$ cat src/logic/cmd_slave_pkg.sv
// shared constants and carrier types for the two-wire command slave
// assumes a 100 MHz system clock
package cmd_slave_pkg;
	localparam logic [7:0] CFG_ONE_OFFSET = 8'hD1;
	localparam int GUARD_EN_BIT = 3;
	localparam logic [7:0] CFG_ONE_RESET = 8'h00;
	localparam logic [7:0] CMD_CLEAR_FAULTS = 8'h03;
	localparam logic [6:0] DEV_ADDR_DEFAULT = 7'h20; // arbitrary
	localparam int CLK_MHZ = 100;
	localparam int GUARD_MS = 35;
	localparam int GUARD_CYCLES = GUARD_MS * 1000 * CLK_MHZ;
	localparam int FIFO_DEPTH = 32;

	typedef enum logic [1:0] {
		XFER_DATA,
		XFER_COUNT,
		XFER_FIRST
	} xfer_kind_e;

	// one received write byte with its position in the transaction
	typedef struct packed {
		logic [7:0] cmd;
		logic [7:0] data;
		logic [7:0] index;
	} wr_beat_s;
endpackage

$ cat src/logic/cmd_slave.sv
// two-wire serial slave engine for command-code transactions
// assumes pins are asynchronous; read data supplied by the register set
// Behaviour
// - ack own address in its slot
// - address, clear-faults command (03), stop clears faults
// - repeated start after command allows read
// - write byte: command plus one byte acked
// - write word: command plus two bytes acked
// - block write: count then N bytes acked
// - read byte: ack, one byte, master nacks
// - read word: low byte first, then high
// - block read: count then data bytes
// - ack read address before driving data
// - 35 ms idle with guard releases bus
// - config bit 3 enables guard, reset off
// - command selects byte count per transfer
// - clear faults pulses clear, refaults reappear
`timescale 1ns/1ps
module cmd_slave #(
	parameter logic [6:0] DEV_ADDR = cmd_slave_pkg::DEV_ADDR_DEFAULT,
	parameter int GUARD_CYC = cmd_slave_pkg::GUARD_CYCLES,
	parameter int DEPTH = cmd_slave_pkg::FIFO_DEPTH
) (
	input wire logic clk,
	input wire logic rst_n,
	input wire logic scl_in,
	input wire logic sda_in,
	output logic sda_out,
	output logic sda_oe,
	output logic [7:0] rd_cmd,
	output logic [7:0] rd_index,
	input wire logic [7:0] rd_data,
	input wire logic [7:0] rd_len,
	output logic [23:0] wr_beat,
	output logic wr_valid,
	input wire logic wr_ready,
	output logic clear_faults,
	output logic [7:0] cfg_one,
	output logic guard_tripped
);
	typedef enum logic [2:0] {
		ST_IDLE,
		ST_ADDR,
		ST_ACK,
		ST_WRX,
		ST_TX,
		ST_TXACK,
		ST_IGNORE
	} st_e;

	logic scl, sda, scl_rise, scl_fall, start_seen, stop_seen, any_edge;
	bus_sync u_sync (
		.clk(clk),
		.rst_n(rst_n),
		.scl_in(scl_in),
		.sda_in(sda_in),
		.scl(scl),
		.sda(sda),
		.scl_rise(scl_rise),
		.scl_fall(scl_fall),
		.start_seen(start_seen),
		.stop_seen(stop_seen),
		.any_edge(any_edge)
	);

	st_e st_q, st_d;
	logic [7:0] sh_q, sh_d, cmd_q, cmd_d, idx_q, idx_d, cfg_q, cfg_d;
	logic [3:0] bit_q, bit_d;
	logic rd_q, rd_d, ackdrv_q, ackdrv_d, sda_oe_q, sda_oe_d, sda_out_q, sda_out_d;
	logic clr_q, clr_d, trip_q, trip_d, naccnt_q, naccnt_d;
	logic [31:0] guard_q, guard_d;
	logic [23:0] fifo_out;
	logic fin_valid, fin_ready, fout_valid;
	cmd_slave_pkg::wr_beat_s beat;
	logic guard_on, expire;

	assign guard_on = cfg_q[cmd_slave_pkg::GUARD_EN_BIT];
	assign expire = guard_on && st_q != ST_IDLE && guard_q >= 32'(GUARD_CYC - 1);

	assign beat.cmd = cmd_q;
	assign beat.data = sh_q;
	assign beat.index = idx_q;
	// push the completed write byte (not the command) on the ack edge
	// address (FE) and command (FF) slots are never buffered
	assign fin_valid = st_q == ST_ACK && scl_fall && !rd_q && bit_q == 4'h8 && idx_q < 8'hFE;

	beat_fifo #(.WIDTH(24), .DEPTH(DEPTH)) u_fifo (
		.clk(clk),
		.rst_n(rst_n),
		.in_data(beat),
		.in_valid(fin_valid),
		.in_ready(fin_ready),
		.out_data(fifo_out),
		.out_valid(fout_valid),
		.out_ready(wr_ready)
	);

	always_comb begin
		st_d = st_q;
		sh_d = sh_q;
		cmd_d = cmd_q;
		idx_d = idx_q;
		bit_d = bit_q;
		rd_d = rd_q;
		ackdrv_d = ackdrv_q;
		sda_oe_d = sda_oe_q;
		sda_out_d = 1'b0;
		clr_d = 1'b0;
		trip_d = 1'b0;
		naccnt_d = naccnt_q;
		cfg_d = cfg_q;
		guard_d = (any_edge || st_q == ST_IDLE) ? '0 : guard_q + 32'h1;
		if (expire) begin
			st_d = ST_IDLE;
			sda_oe_d = 1'b0;
			trip_d = 1'b1;
		end else if (start_seen) begin
			// repeated start keeps the loaded command pointer
			st_d = ST_ADDR;
			bit_d = '0;
			sda_oe_d = 1'b0;
		end else if (stop_seen) begin
			// a command with no data before stop is a send byte
			if (st_q != ST_IGNORE && !rd_q && idx_q == 8'h00
				&& cmd_q == cmd_slave_pkg::CMD_CLEAR_FAULTS) begin
				clr_d = 1'b1;
			end
			st_d = ST_IDLE;
			sda_oe_d = 1'b0;
		end else begin
			unique case (st_q)
				ST_IDLE: begin
					rd_d = 1'b0;
					idx_d = 8'hFE;
				end
				ST_ADDR: if (scl_rise) begin
					sh_d = {sh_q[6:0], sda};
					bit_d = bit_q + 4'h1;
					if (bit_q == 4'h7) begin
						if (sh_q[6:0] == DEV_ADDR) begin
							rd_d = sda;
							st_d = ST_ACK;
						end else begin
							st_d = ST_IGNORE;
						end
					end
				end
				ST_WRX: if (scl_rise) begin
					sh_d = {sh_q[6:0], sda};
					bit_d = bit_q + 4'h1;
					if (bit_q == 4'h7) begin
						st_d = ST_ACK;
					end
				end
				ST_ACK: if (scl_fall) begin
					if (bit_q == 4'h8) begin
						// drive ack low for the ninth clock unless a data byte finds the buffer full
						sda_oe_d = fin_ready || idx_q >= 8'hFE || rd_q;
						bit_d = 4'h9;
						if (!rd_q && idx_q == 8'hFF) begin
							cmd_d = sh_q;
						end
						if (!rd_q) begin
							idx_d = idx_q + 8'h1;
						end
					end else begin
						sda_oe_d = 1'b0;
						bit_d = '0;
						if (rd_q) begin
							// ack of read address done, now drive data
							idx_d = '0;
							sh_d = rd_data;
							sda_oe_d = !rd_data[7];
							st_d = ST_TX;
						end else begin
							st_d = ST_WRX;
						end
					end
				end
				ST_TX: if (scl_fall) begin
					bit_d = bit_q + 4'h1;
					if (bit_q == 4'h7) begin
						sda_oe_d = 1'b0;
						st_d = ST_TXACK;
					end else begin
						sh_d = {sh_q[6:0], 1'b0};
						sda_oe_d = !sh_q[6];
					end
				end
				ST_TXACK: begin
					if (scl_rise) begin
						naccnt_d = sda;
					end
					if (scl_fall) begin
						if (naccnt_q || idx_q + 8'h1 >= rd_len) begin
							// nack or length done: release and wait for stop
							st_d = ST_IGNORE;
						end else begin
							// next byte of word or block, low byte first
							idx_d = idx_q + 8'h1;
							sh_d = rd_data;
							bit_d = '0;
							sda_oe_d = !rd_data[7];
							st_d = ST_TX;
						end
					end
				end
				ST_IGNORE: sda_oe_d = 1'b0;
				default: st_d = ST_IDLE;
			endcase
		end
	end

	// sdd: rd_index is the pointer plus one in the read ack slot, zero otherwise
	assign rd_cmd = cmd_q;
	assign rd_index = (st_q == ST_TXACK) ? idx_q + 8'h1 : '0;

	always_ff @(posedge clk or negedge rst_n) begin
		if (!rst_n) begin
			st_q <= ST_IDLE;
			sh_q <= '0;
			cmd_q <= '0;
			idx_q <= 8'hFE;
			bit_q <= '0;
			rd_q <= 1'b0;
			ackdrv_q <= 1'b0;
			sda_oe_q <= 1'b0;
			sda_out_q <= 1'b0;
			clr_q <= 1'b0;
			trip_q <= 1'b0;
			naccnt_q <= 1'b0;
			cfg_q <= cmd_slave_pkg::CFG_ONE_RESET;
			guard_q <= '0;
		end else begin
			st_q <= st_d;
			sh_q <= sh_d;
			cmd_q <= cmd_d;
			idx_q <= idx_d;
			bit_q <= bit_d;
			rd_q <= rd_d;
			ackdrv_q <= ackdrv_d;
			sda_oe_q <= sda_oe_d;
			sda_out_q <= sda_out_d;
			clr_q <= clr_d;
			trip_q <= trip_d;
			naccnt_q <= naccnt_d;
			cfg_q <= (fout_valid && wr_ready && fifo_out[23:16] == cmd_slave_pkg::CFG_ONE_OFFSET
				&& fifo_out[7:0] == 8'h00) ? fifo_out[15:8] : cfg_d;
			guard_q <= guard_d;
		end
	end

	assign sda_out = sda_out_q;
	assign sda_oe = sda_oe_q;
	assign clear_faults = clr_q;
	assign cfg_one = cfg_q;
	assign guard_tripped = trip_q;
	assign wr_beat = fifo_out;
	assign wr_valid = fout_valid;
endmodule

$ cat src/logic/beat_fifo.sv
// flop-based first-in first-out buffer with valid/ready on both sides
// assumes one clock, asynchronous active-low reset
`timescale 1ns/1ps
module beat_fifo #(
	parameter int WIDTH = 24,
	parameter int DEPTH = 32
) (
	input wire logic clk,
	input wire logic rst_n,
	input wire logic [WIDTH-1:0] in_data,
	input wire logic in_valid,
	output logic in_ready,
	output logic [WIDTH-1:0] out_data,
	output logic out_valid,
	input wire logic out_ready
);
	localparam int AW = $clog2(DEPTH);
	logic [WIDTH-1:0] mem_q [DEPTH];
	logic [AW:0] wp_q, wp_d, rp_q, rp_d;
	logic push, pop;

	assign in_ready = (wp_q - rp_q) != (AW+1)'(DEPTH);
	assign out_valid = wp_q != rp_q;
	assign push = in_valid && in_ready;
	assign pop = out_valid && out_ready;
	assign out_data = mem_q[rp_q[AW-1:0]];

	always_comb begin
		wp_d = wp_q + (AW+1)'(push);
		rp_d = rp_q + (AW+1)'(pop);
	end

	always_ff @(posedge clk or negedge rst_n) begin
		if (!rst_n) begin
			wp_q <= '0;
			rp_q <= '0;
		end else begin
			wp_q <= wp_d;
			rp_q <= rp_d;
		end
	end

	// storage has no reset; only written slots are ever read
	always_ff @(posedge clk) begin
		if (push) begin
			mem_q[wp_q[AW-1:0]] <= in_data;
		end
	end
endmodule

$ cat src/logic/bus_sync.sv
// two-flop synchroniser and edge detection for the serial clock and data pins
// assumes pins are asynchronous to clk
`timescale 1ns/1ps
module bus_sync (
	input wire logic clk,
	input wire logic rst_n,
	input wire logic scl_in,
	input wire logic sda_in,
	output logic scl,
	output logic sda,
	output logic scl_rise,
	output logic scl_fall,
	output logic start_seen,
	output logic stop_seen,
	output logic any_edge
);
	logic [1:0] m1_q, m1_d, m2_q, m2_d, m3_q, m3_d;

	always_comb begin
		m1_d = {scl_in, sda_in};
		m2_d = m1_q;
		m3_d = m2_q;
	end

	always_ff @(posedge clk or negedge rst_n) begin
		if (!rst_n) begin
			m1_q <= 2'h3;
			m2_q <= 2'h3;
			m3_q <= 2'h3;
		end else begin
			m1_q <= m1_d;
			m2_q <= m2_d;
			m3_q <= m3_d;
		end
	end

	assign scl = m2_q[1];
	assign sda = m2_q[0];
	assign scl_rise = m2_q[1] && !m3_q[1];
	assign scl_fall = !m2_q[1] && m3_q[1];
	assign start_seen = m2_q[1] && m3_q[1] && !m2_q[0] && m3_q[0];
	assign stop_seen = m2_q[1] && m3_q[1] && m2_q[0] && !m3_q[0];
	assign any_edge = m2_q != m3_q;
endmodule

$ cat config.mk
export PLATFORM = sky130hd
export DESIGN_NAME = cmd_slave
export DESIGN_NICKNAME = d
export VERILOG_FILES = /design/src/logic/cmd_slave_pkg.sv /design/src/logic/cmd_slave.sv /design/src/logic/beat_fifo.sv /design/src/logic/bus_sync.sv
export SDC_FILE = /design/constraint.sdc
export NUM_CORES = 1
export LEC_CHECK = 0
export BUFFER_PORTS_ARGS = -buffer_cell sky130_fd_sc_hd__buf_4
export CAP_MARGIN = 20
export CORE_ASPECT_RATIO = 1.5
export CORE_MARGIN = 2
export CORE_UTILIZATION = 23
export DETAILED_ROUTE_END_ITERATION = 10
export GPL_TIMING_DRIVEN = 0
export PLACE_DENSITY = 0.45
export SYNTH_ARGS = -nofsm -noshare
export SYNTH_HDL_FRONTEND = slang
export SYNTH_SLANG_ARGS = --single-unit
$ cat constraint.sdc
create_clock -name clk -period 5 [get_ports clk]
set_clock_uncertainty 0.05 [all_clocks]
set_input_delay 1 -clock clk [delete_from_list [all_inputs] [get_ports clk]]
set_output_delay 1 -clock clk [all_outputs]
set_load 0.05 [all_outputs]
* Yosys cells after proc, flatten, opt, wreduce, memory -nomap -nowiden
Memories as Yosys holds them, arrays and structs flattened.
Cells that the tools add are included.
** Cells by class
- Add/sub/neg operators :: 6
- Multipliers :: 0
- Div/mod/pow operators :: 0
- Magnitude comparators :: 4
- Eq/ne operators :: 46
- Shifts and indexed selects :: 0
- Muxes and demuxes :: 66
- Bitwise logic cells :: 3
- Reductions and logical operators :: 51
** Operators by type and width (count)
- $mux 8 :: 16
- $ne 5x5->1 const B :: 10
- $mux 3 :: 14
- $add 32x1->32 const B :: 1
- $ge 32x22->1 const B :: 1
- $mux 32 :: 1
- $mux 4 :: 8
- $pmux 8 s4 :: 1
- $pmux 8 s3 :: 1
- $ne 2x2->1 const B :: 11
- $logic_and 1x1->1 :: 21
- $mux 1 :: 20
- $ne 3x3->1 const B :: 6
- $pmux 3 s6 :: 1
- $eq 8x8->1 const B :: 2
- $logic_not 8->1 :: 2
- $pmux 4 s4 :: 1
- $reduce_and 7->1 :: 2
- $add 6x1->6 :: 2
- $reduce_and 12->1 :: 1
- $reduce_and 10->1 :: 1
- $reduce_and 5->1 :: 2
- $eq 3x3->1 const B :: 3
- $reduce_and 9->1 :: 1
- 33 further kinds :: 47
** Word-level totals
- Register bits :: 94
- Latch bits :: 0
- Memory bits (writable) :: 768
- ROM bits :: 0
- Word-level logic and storage cells :: 194
- Memories kept :: 1
** Memory list
- u_fifo.mem_q :: depth 32, width 24, rd ports 1, clocked after memory_dff 0, write ports 1, line beat_fifo.sv:18 : logic [WIDTH-1:0] mem_q [DEPTH];

* Longest topological paths before layout
- Depth after elaboration :: 10
- Mapped depth :: 18
- Mapped depth without buffers :: 13

* Cells and area by module
From an unflattened synthesis, not the netlist that was laid out.
** Unflattened totals
- Cell total of the unflattened synthesis :: 2084
- Area total of the unflattened synthesis :: 35414.0 sq um
** By module, submodules not included
- beat_fifo :: times used 1, cells an instance 1591, area each 30665.7 sq um, seq. area each 23362.4 sq um
- cmd_slave :: times used 1, cells an instance 477, area each 4515.6 sq um, seq. area each 1910.6 sq um
- bus_sync :: times used 1, cells an instance 16, area each 232.7 sq um, seq. area each 157.7 sq um

* Least setup slack after synthesis
No wires, ideal clock.
- Path type :: register to register
- Start point :: register u_fifo.rp_q[1]
- End point :: memory u_fifo.mem_q[20][0], enable pin
- Data arrival time :: 4.466 ns
- Data required time :: 4.545 ns
- Path slack :: 0.080 ns
- Stages on the path, launching flop included :: 17
- Buffers on the path :: 6
- Cells stage by stage :: dfrtp_1 -> buf_4 -> buf_2 -> buf_2 -> buf_1 -> buf_1 -> inv_1 -> ha_1 -> nor2b_1 -> o21a_1 -> o21a_1 -> o211ai_1 -> a311o_1 -> nand3_1 -> or3_1 -> clkbuf_1 -> nor2_1
** On the way
- Word-level cells in the longest chain between the ends :: 5
** RTL lines
- from (decl) :: line beat_fifo.sv:19 : logic [AW:0] wp_q, wp_d, rp_q, rp_d;
- from (signal assigned) :: line beat_fifo.sv:39 : rp_q <= rp_d;
- $sub 6x6->6 :: line beat_fifo.sv:22 : assign in_ready = (wp_q - rp_q) != (AW+1)'(DEPTH);
- $ne 6x6->1 :: line beat_fifo.sv:22
- $logic_and 1x1->1 :: line beat_fifo.sv:24 : assign push = in_valid && in_ready;
- $mux 1 :: line beat_fifo.sv:45 : if (push) begin
- $mux 1 (not written as such) :: line beat_fifo.sv:46 : mem_q[wp_q[AW-1:0]] <= in_data;
- to (decl) :: line beat_fifo.sv:18
Every way passes these cells.

* Final worst setup path
- Start point :: register u_fifo.rp_q[1]
- End point :: memory u_fifo.mem_q[21][2], enable pin
The elaborated chain is that of the path after synthesis.

==> impl_metrics.csv <==
group,metric,value,unit
global_route,grt_first_pass_wirelength,144000,um
clock_network,worstSkewPairLatency,0.69,ns
floorplanning,start_util,23.1,%
placement,io_buffers,72,
global_route,grt_pass1_vias,19600,
pwr,comb_power_share,32.4,%
drt,ant_nets,0,
worst_setup_path,slowest_stage,"or3_2",
timing,setup_viol_count_final,0,
flow_run,cap_violations,0,
timing,slew_headroom,30.0,%
drt,via_per_inst,4.51,
final_layout,final_nets,2106,
global_route,antenna_found_initial,2,
logic_synthesis,synth_area_per_cell,19.3,um2
logic_synthesis,ys_ff_latch,862,
final_layout,seqCellArea,25400,um2
logic_synthesis,netlist_area,34600,um2
timing,min_period,4.94,ns
clock_network,cts.sinks,862,
logic_synthesis,ys_seq_area_share,73.5,%
hold_path,worstHoldPathType,"in -> async",
timing,final_hold_viol_count,0,
drt,drtIter0Drc,1554,
logic_synthesis,yosys.area.top_type,"edfxtp_1",
worst_setup_path,crit_top_cell,"buf_4",
final_layout,drive_gt1_share,31.0,%
drt,wl_per_cell,24.8,um
drt,firstDrtPassIters,5,
worst_setup_path,cp_cell_sequence,"buf_4 -> buf_6 -> buf_6 -> buf_4 -> buf_4 -> inv_1 -> ha_1 -> nor2b_1 -> o21a_1 -> o21a_1 -> o211ai_1 -> a311o_1 -> nand3_1 -> or3_2 -> nor2_4 -> buf_4",
worst_setup_path,crit_buf_inv,7,
floorplanning,die_width,321,um
logic_synthesis,syn_inst,1792,
floorplanning,die_area,154000,um2
pwr,intPower,15.1,mW
worst_setup_path,crit_fanout,10,
timing,worst_pin_slew,1.05,ns
logic_synthesis,synth_warnings,0,
final_layout,fin_util,28.6,%
logic_synthesis,synth-edff-count,768,
global_route,globalRouteTotalUtil,13.1,%
logic_synthesis,ys_types,65,
logic_synthesis,ys.flop_type,"edfxtp_1",
drt,vias,18400,
timing,rsz0062_at_grt,"yes",
drt,drc,0,
clock_network,clock_path_buffers,3,
worst_setup_path,end_kind,"flip-flop",
timing,hold_slack,0.305,ns
floorplanning,die_y,479,um
worst_setup_path,critPathMaxStageDelay,0.70,ns
logic_synthesis,netlist_top_cells_area,"edfxtp_1 (67%), mux4_2 (13%), dfrtp_1 (5.9%)",
floorplanning,row_count,174,
floorplanning,io-pin-count,74,
clock_network,cts_tree,"yes",
pwr,power_leakage,13.6,nW
worst_setup_path,critPathArrivalTime,5.25,ns
clock_network,cts_buffers,88,
placement,place.gp.congestion,0.796,
clock_network,root_buffer,"clkbuf_16",
worst_setup_path,start_kind,"flip-flop",
drt,wirelength,101000,um
floorplanning,core_area,150000,um2
clock_network,htree_levels,3,
worst_setup_path,critical_path_required,5.31,ns
pwr,ir_worst_vdd,0.622,mV
outcome,status,"finished clean",
final_layout,fillers,14600,
worst_setup_path,r2r_slack,0.06,ns
logic_synthesis,synth_top_area_share,66.7,%
pwr,netSwitchingPower,7.91,mW
timing,fmax,202,MHz
logic_synthesis,synth.cells.most_frequent,"edfxtp_1 (768), mux4_2 (195), nor2_1 (101)",
pwr,p_seq_share,38.8,%
pwr,swShare,34.4,%
timing,slew_viol_final,0,
clock_network,clk_pin_slew,0.07,ns
timing,fin_crit_sh,98.9,%
logic_synthesis,post-synth-top-count-cell,"edfxtp_1",
pwr,power.density,539,nW/um2
final_layout,area_growth,23.5,%
pwr,p_clk_share,28.8,%
logic_synthesis,async_flop_share,10.9,%
worst_setup_path,crit_type,"reg -> reg",
global_route,grt_overflow,0,
placement,dp_hpwl,68900,um
final_layout,multi_input_area,8840,um2
global_route,grt_start_max_net_pins,52,
worst_setup_path,critPathTopFamily,"buffers and inverters",
logic_synthesis,synth_nets,1839,
==> placed cells by master, fill, tap and decap left out, types with 16 or more instances in the layout <==
cell type	n
inv_1	27
xnor2_1	18
clkbuf_16	91
ha_1	26
edfxtp_1	768
buf_16	28
buf_12	41
o221ai_1	18
nor2_1	69
clkinv_1	18
nand2_1	79
xor2_1	28
a21oi_1	32
dfrtp_1	80
clkbuf_1	40
a22oi_1	24
nor2_4	32
mux2_2	35
mux2i_1	44
buf_4	124
mux4_2	195
nand3_1	40
o21ai_0	16
==> flip-flops by register name, summed over array words and instances, names as in the netlist, 6 cells and up <==
name,count
guard_q,32
u_fifo.rp_q,6
u_fifo.wp_q,6
cfg_one,8
idx_q,8
sh_q,8
u_fifo.mem_q,768
rd_cmd,8
==> final cells by class <==
| type | instances | area share (%) |
|---|---|---|
| Antenna cell | 1 | 0.00586 |
| Buffer | 81 | 1.30 |
| Tap cell | 1936 | 5.67 |
| Multi-Input combinational cell | 814 | 20.7 |
| Clock inverter | 55 | 1.18 |
| Timing Repair Buffer | 182 | 5.71 |
| Clock buffer | 110 | 5.62 |
| Sequential cell | 862 | 59.5 |
| Inverter | 30 | 0.275 |
==> per-stage QoR <==
step	instances	setup WS [ns]	TNS, ns	area [um2]	power, mW
detailed placement	3841	-2.10	-1353.73	38700	16.4
global route	4070	-0.0657	-7.64	42700	24.0
finish	4071	0.0573	0	42700	23.0
CTS	4061	0.00993	0	42400	23.2
floorplan	1792	0.0795	0	34600	13.7
global placement	3800	-3.79	-2660.84	37500	16.3
==> cells by family after synthesis <==
| group | share of synthesized area [%] |
|---|---|
| flip-flops | 73.5 |
| multiplexers | 15.4 |
| other | 0.0108 |
| buffers and inverters | 1.69 |
| AND/OR/NAND/NOR | 4.27 |
| adder cells (fa/ha/maj) | 0.941 |
| AO/OA/AOI/OAI | 3.00 |
| XOR/XNOR | 1.17 |
==> layer usage <==
layer	GRT usage, %	share of wire, %	up-vias
li1	-	-	7811
met1	15.4	39	9895
met2	24.6	54	516
met3	1.48	3.8	134
met4	4.36	2.6	0
met5	0	0	-
==> power by group through the flow <==
stage | logic (mW) | clock network [mW] | registers [mW]
5_1_grt | 7.96 | 7.03 | 8.98
4_1_cts | 7.22 | 6.80 | 9.16
6_report | 7.46 | 6.63 | 8.93
3_3_place_gp | 7.05 | 0 | 9.24
3_5_place_dp | 7.11 | 0 | 9.32
2_1_floorplan | 4.70 | 0 | 8.97
==> worst paths after layout <==
kind,start,to,cells past startpoint
min reg2reg,u_sync.m1_q[0],u_sync.m2_q[0],0
min,rst_n,guard_q[27],1
min in group clk,u_sync.m1_q[0],u_sync.m2_q[0],0
max in group asynchronous,rst_n,cfg_one[6],2
max,u_fifo.rp_q[1],u_fifo.mem_q[21][2],16
max reg2reg,u_fifo.rp_q[1],u_fifo.mem_q[21][2],16
==> timing repair <==
action	4_1_cts	5_1_grt
hold buffers	0	0
pin swaps	31	0
gates resized for setup	56	6
buffers inserted	59	0
endpoints found under the setup margin	807	585
No activity file was read; power rests on OpenSTA's default activity.
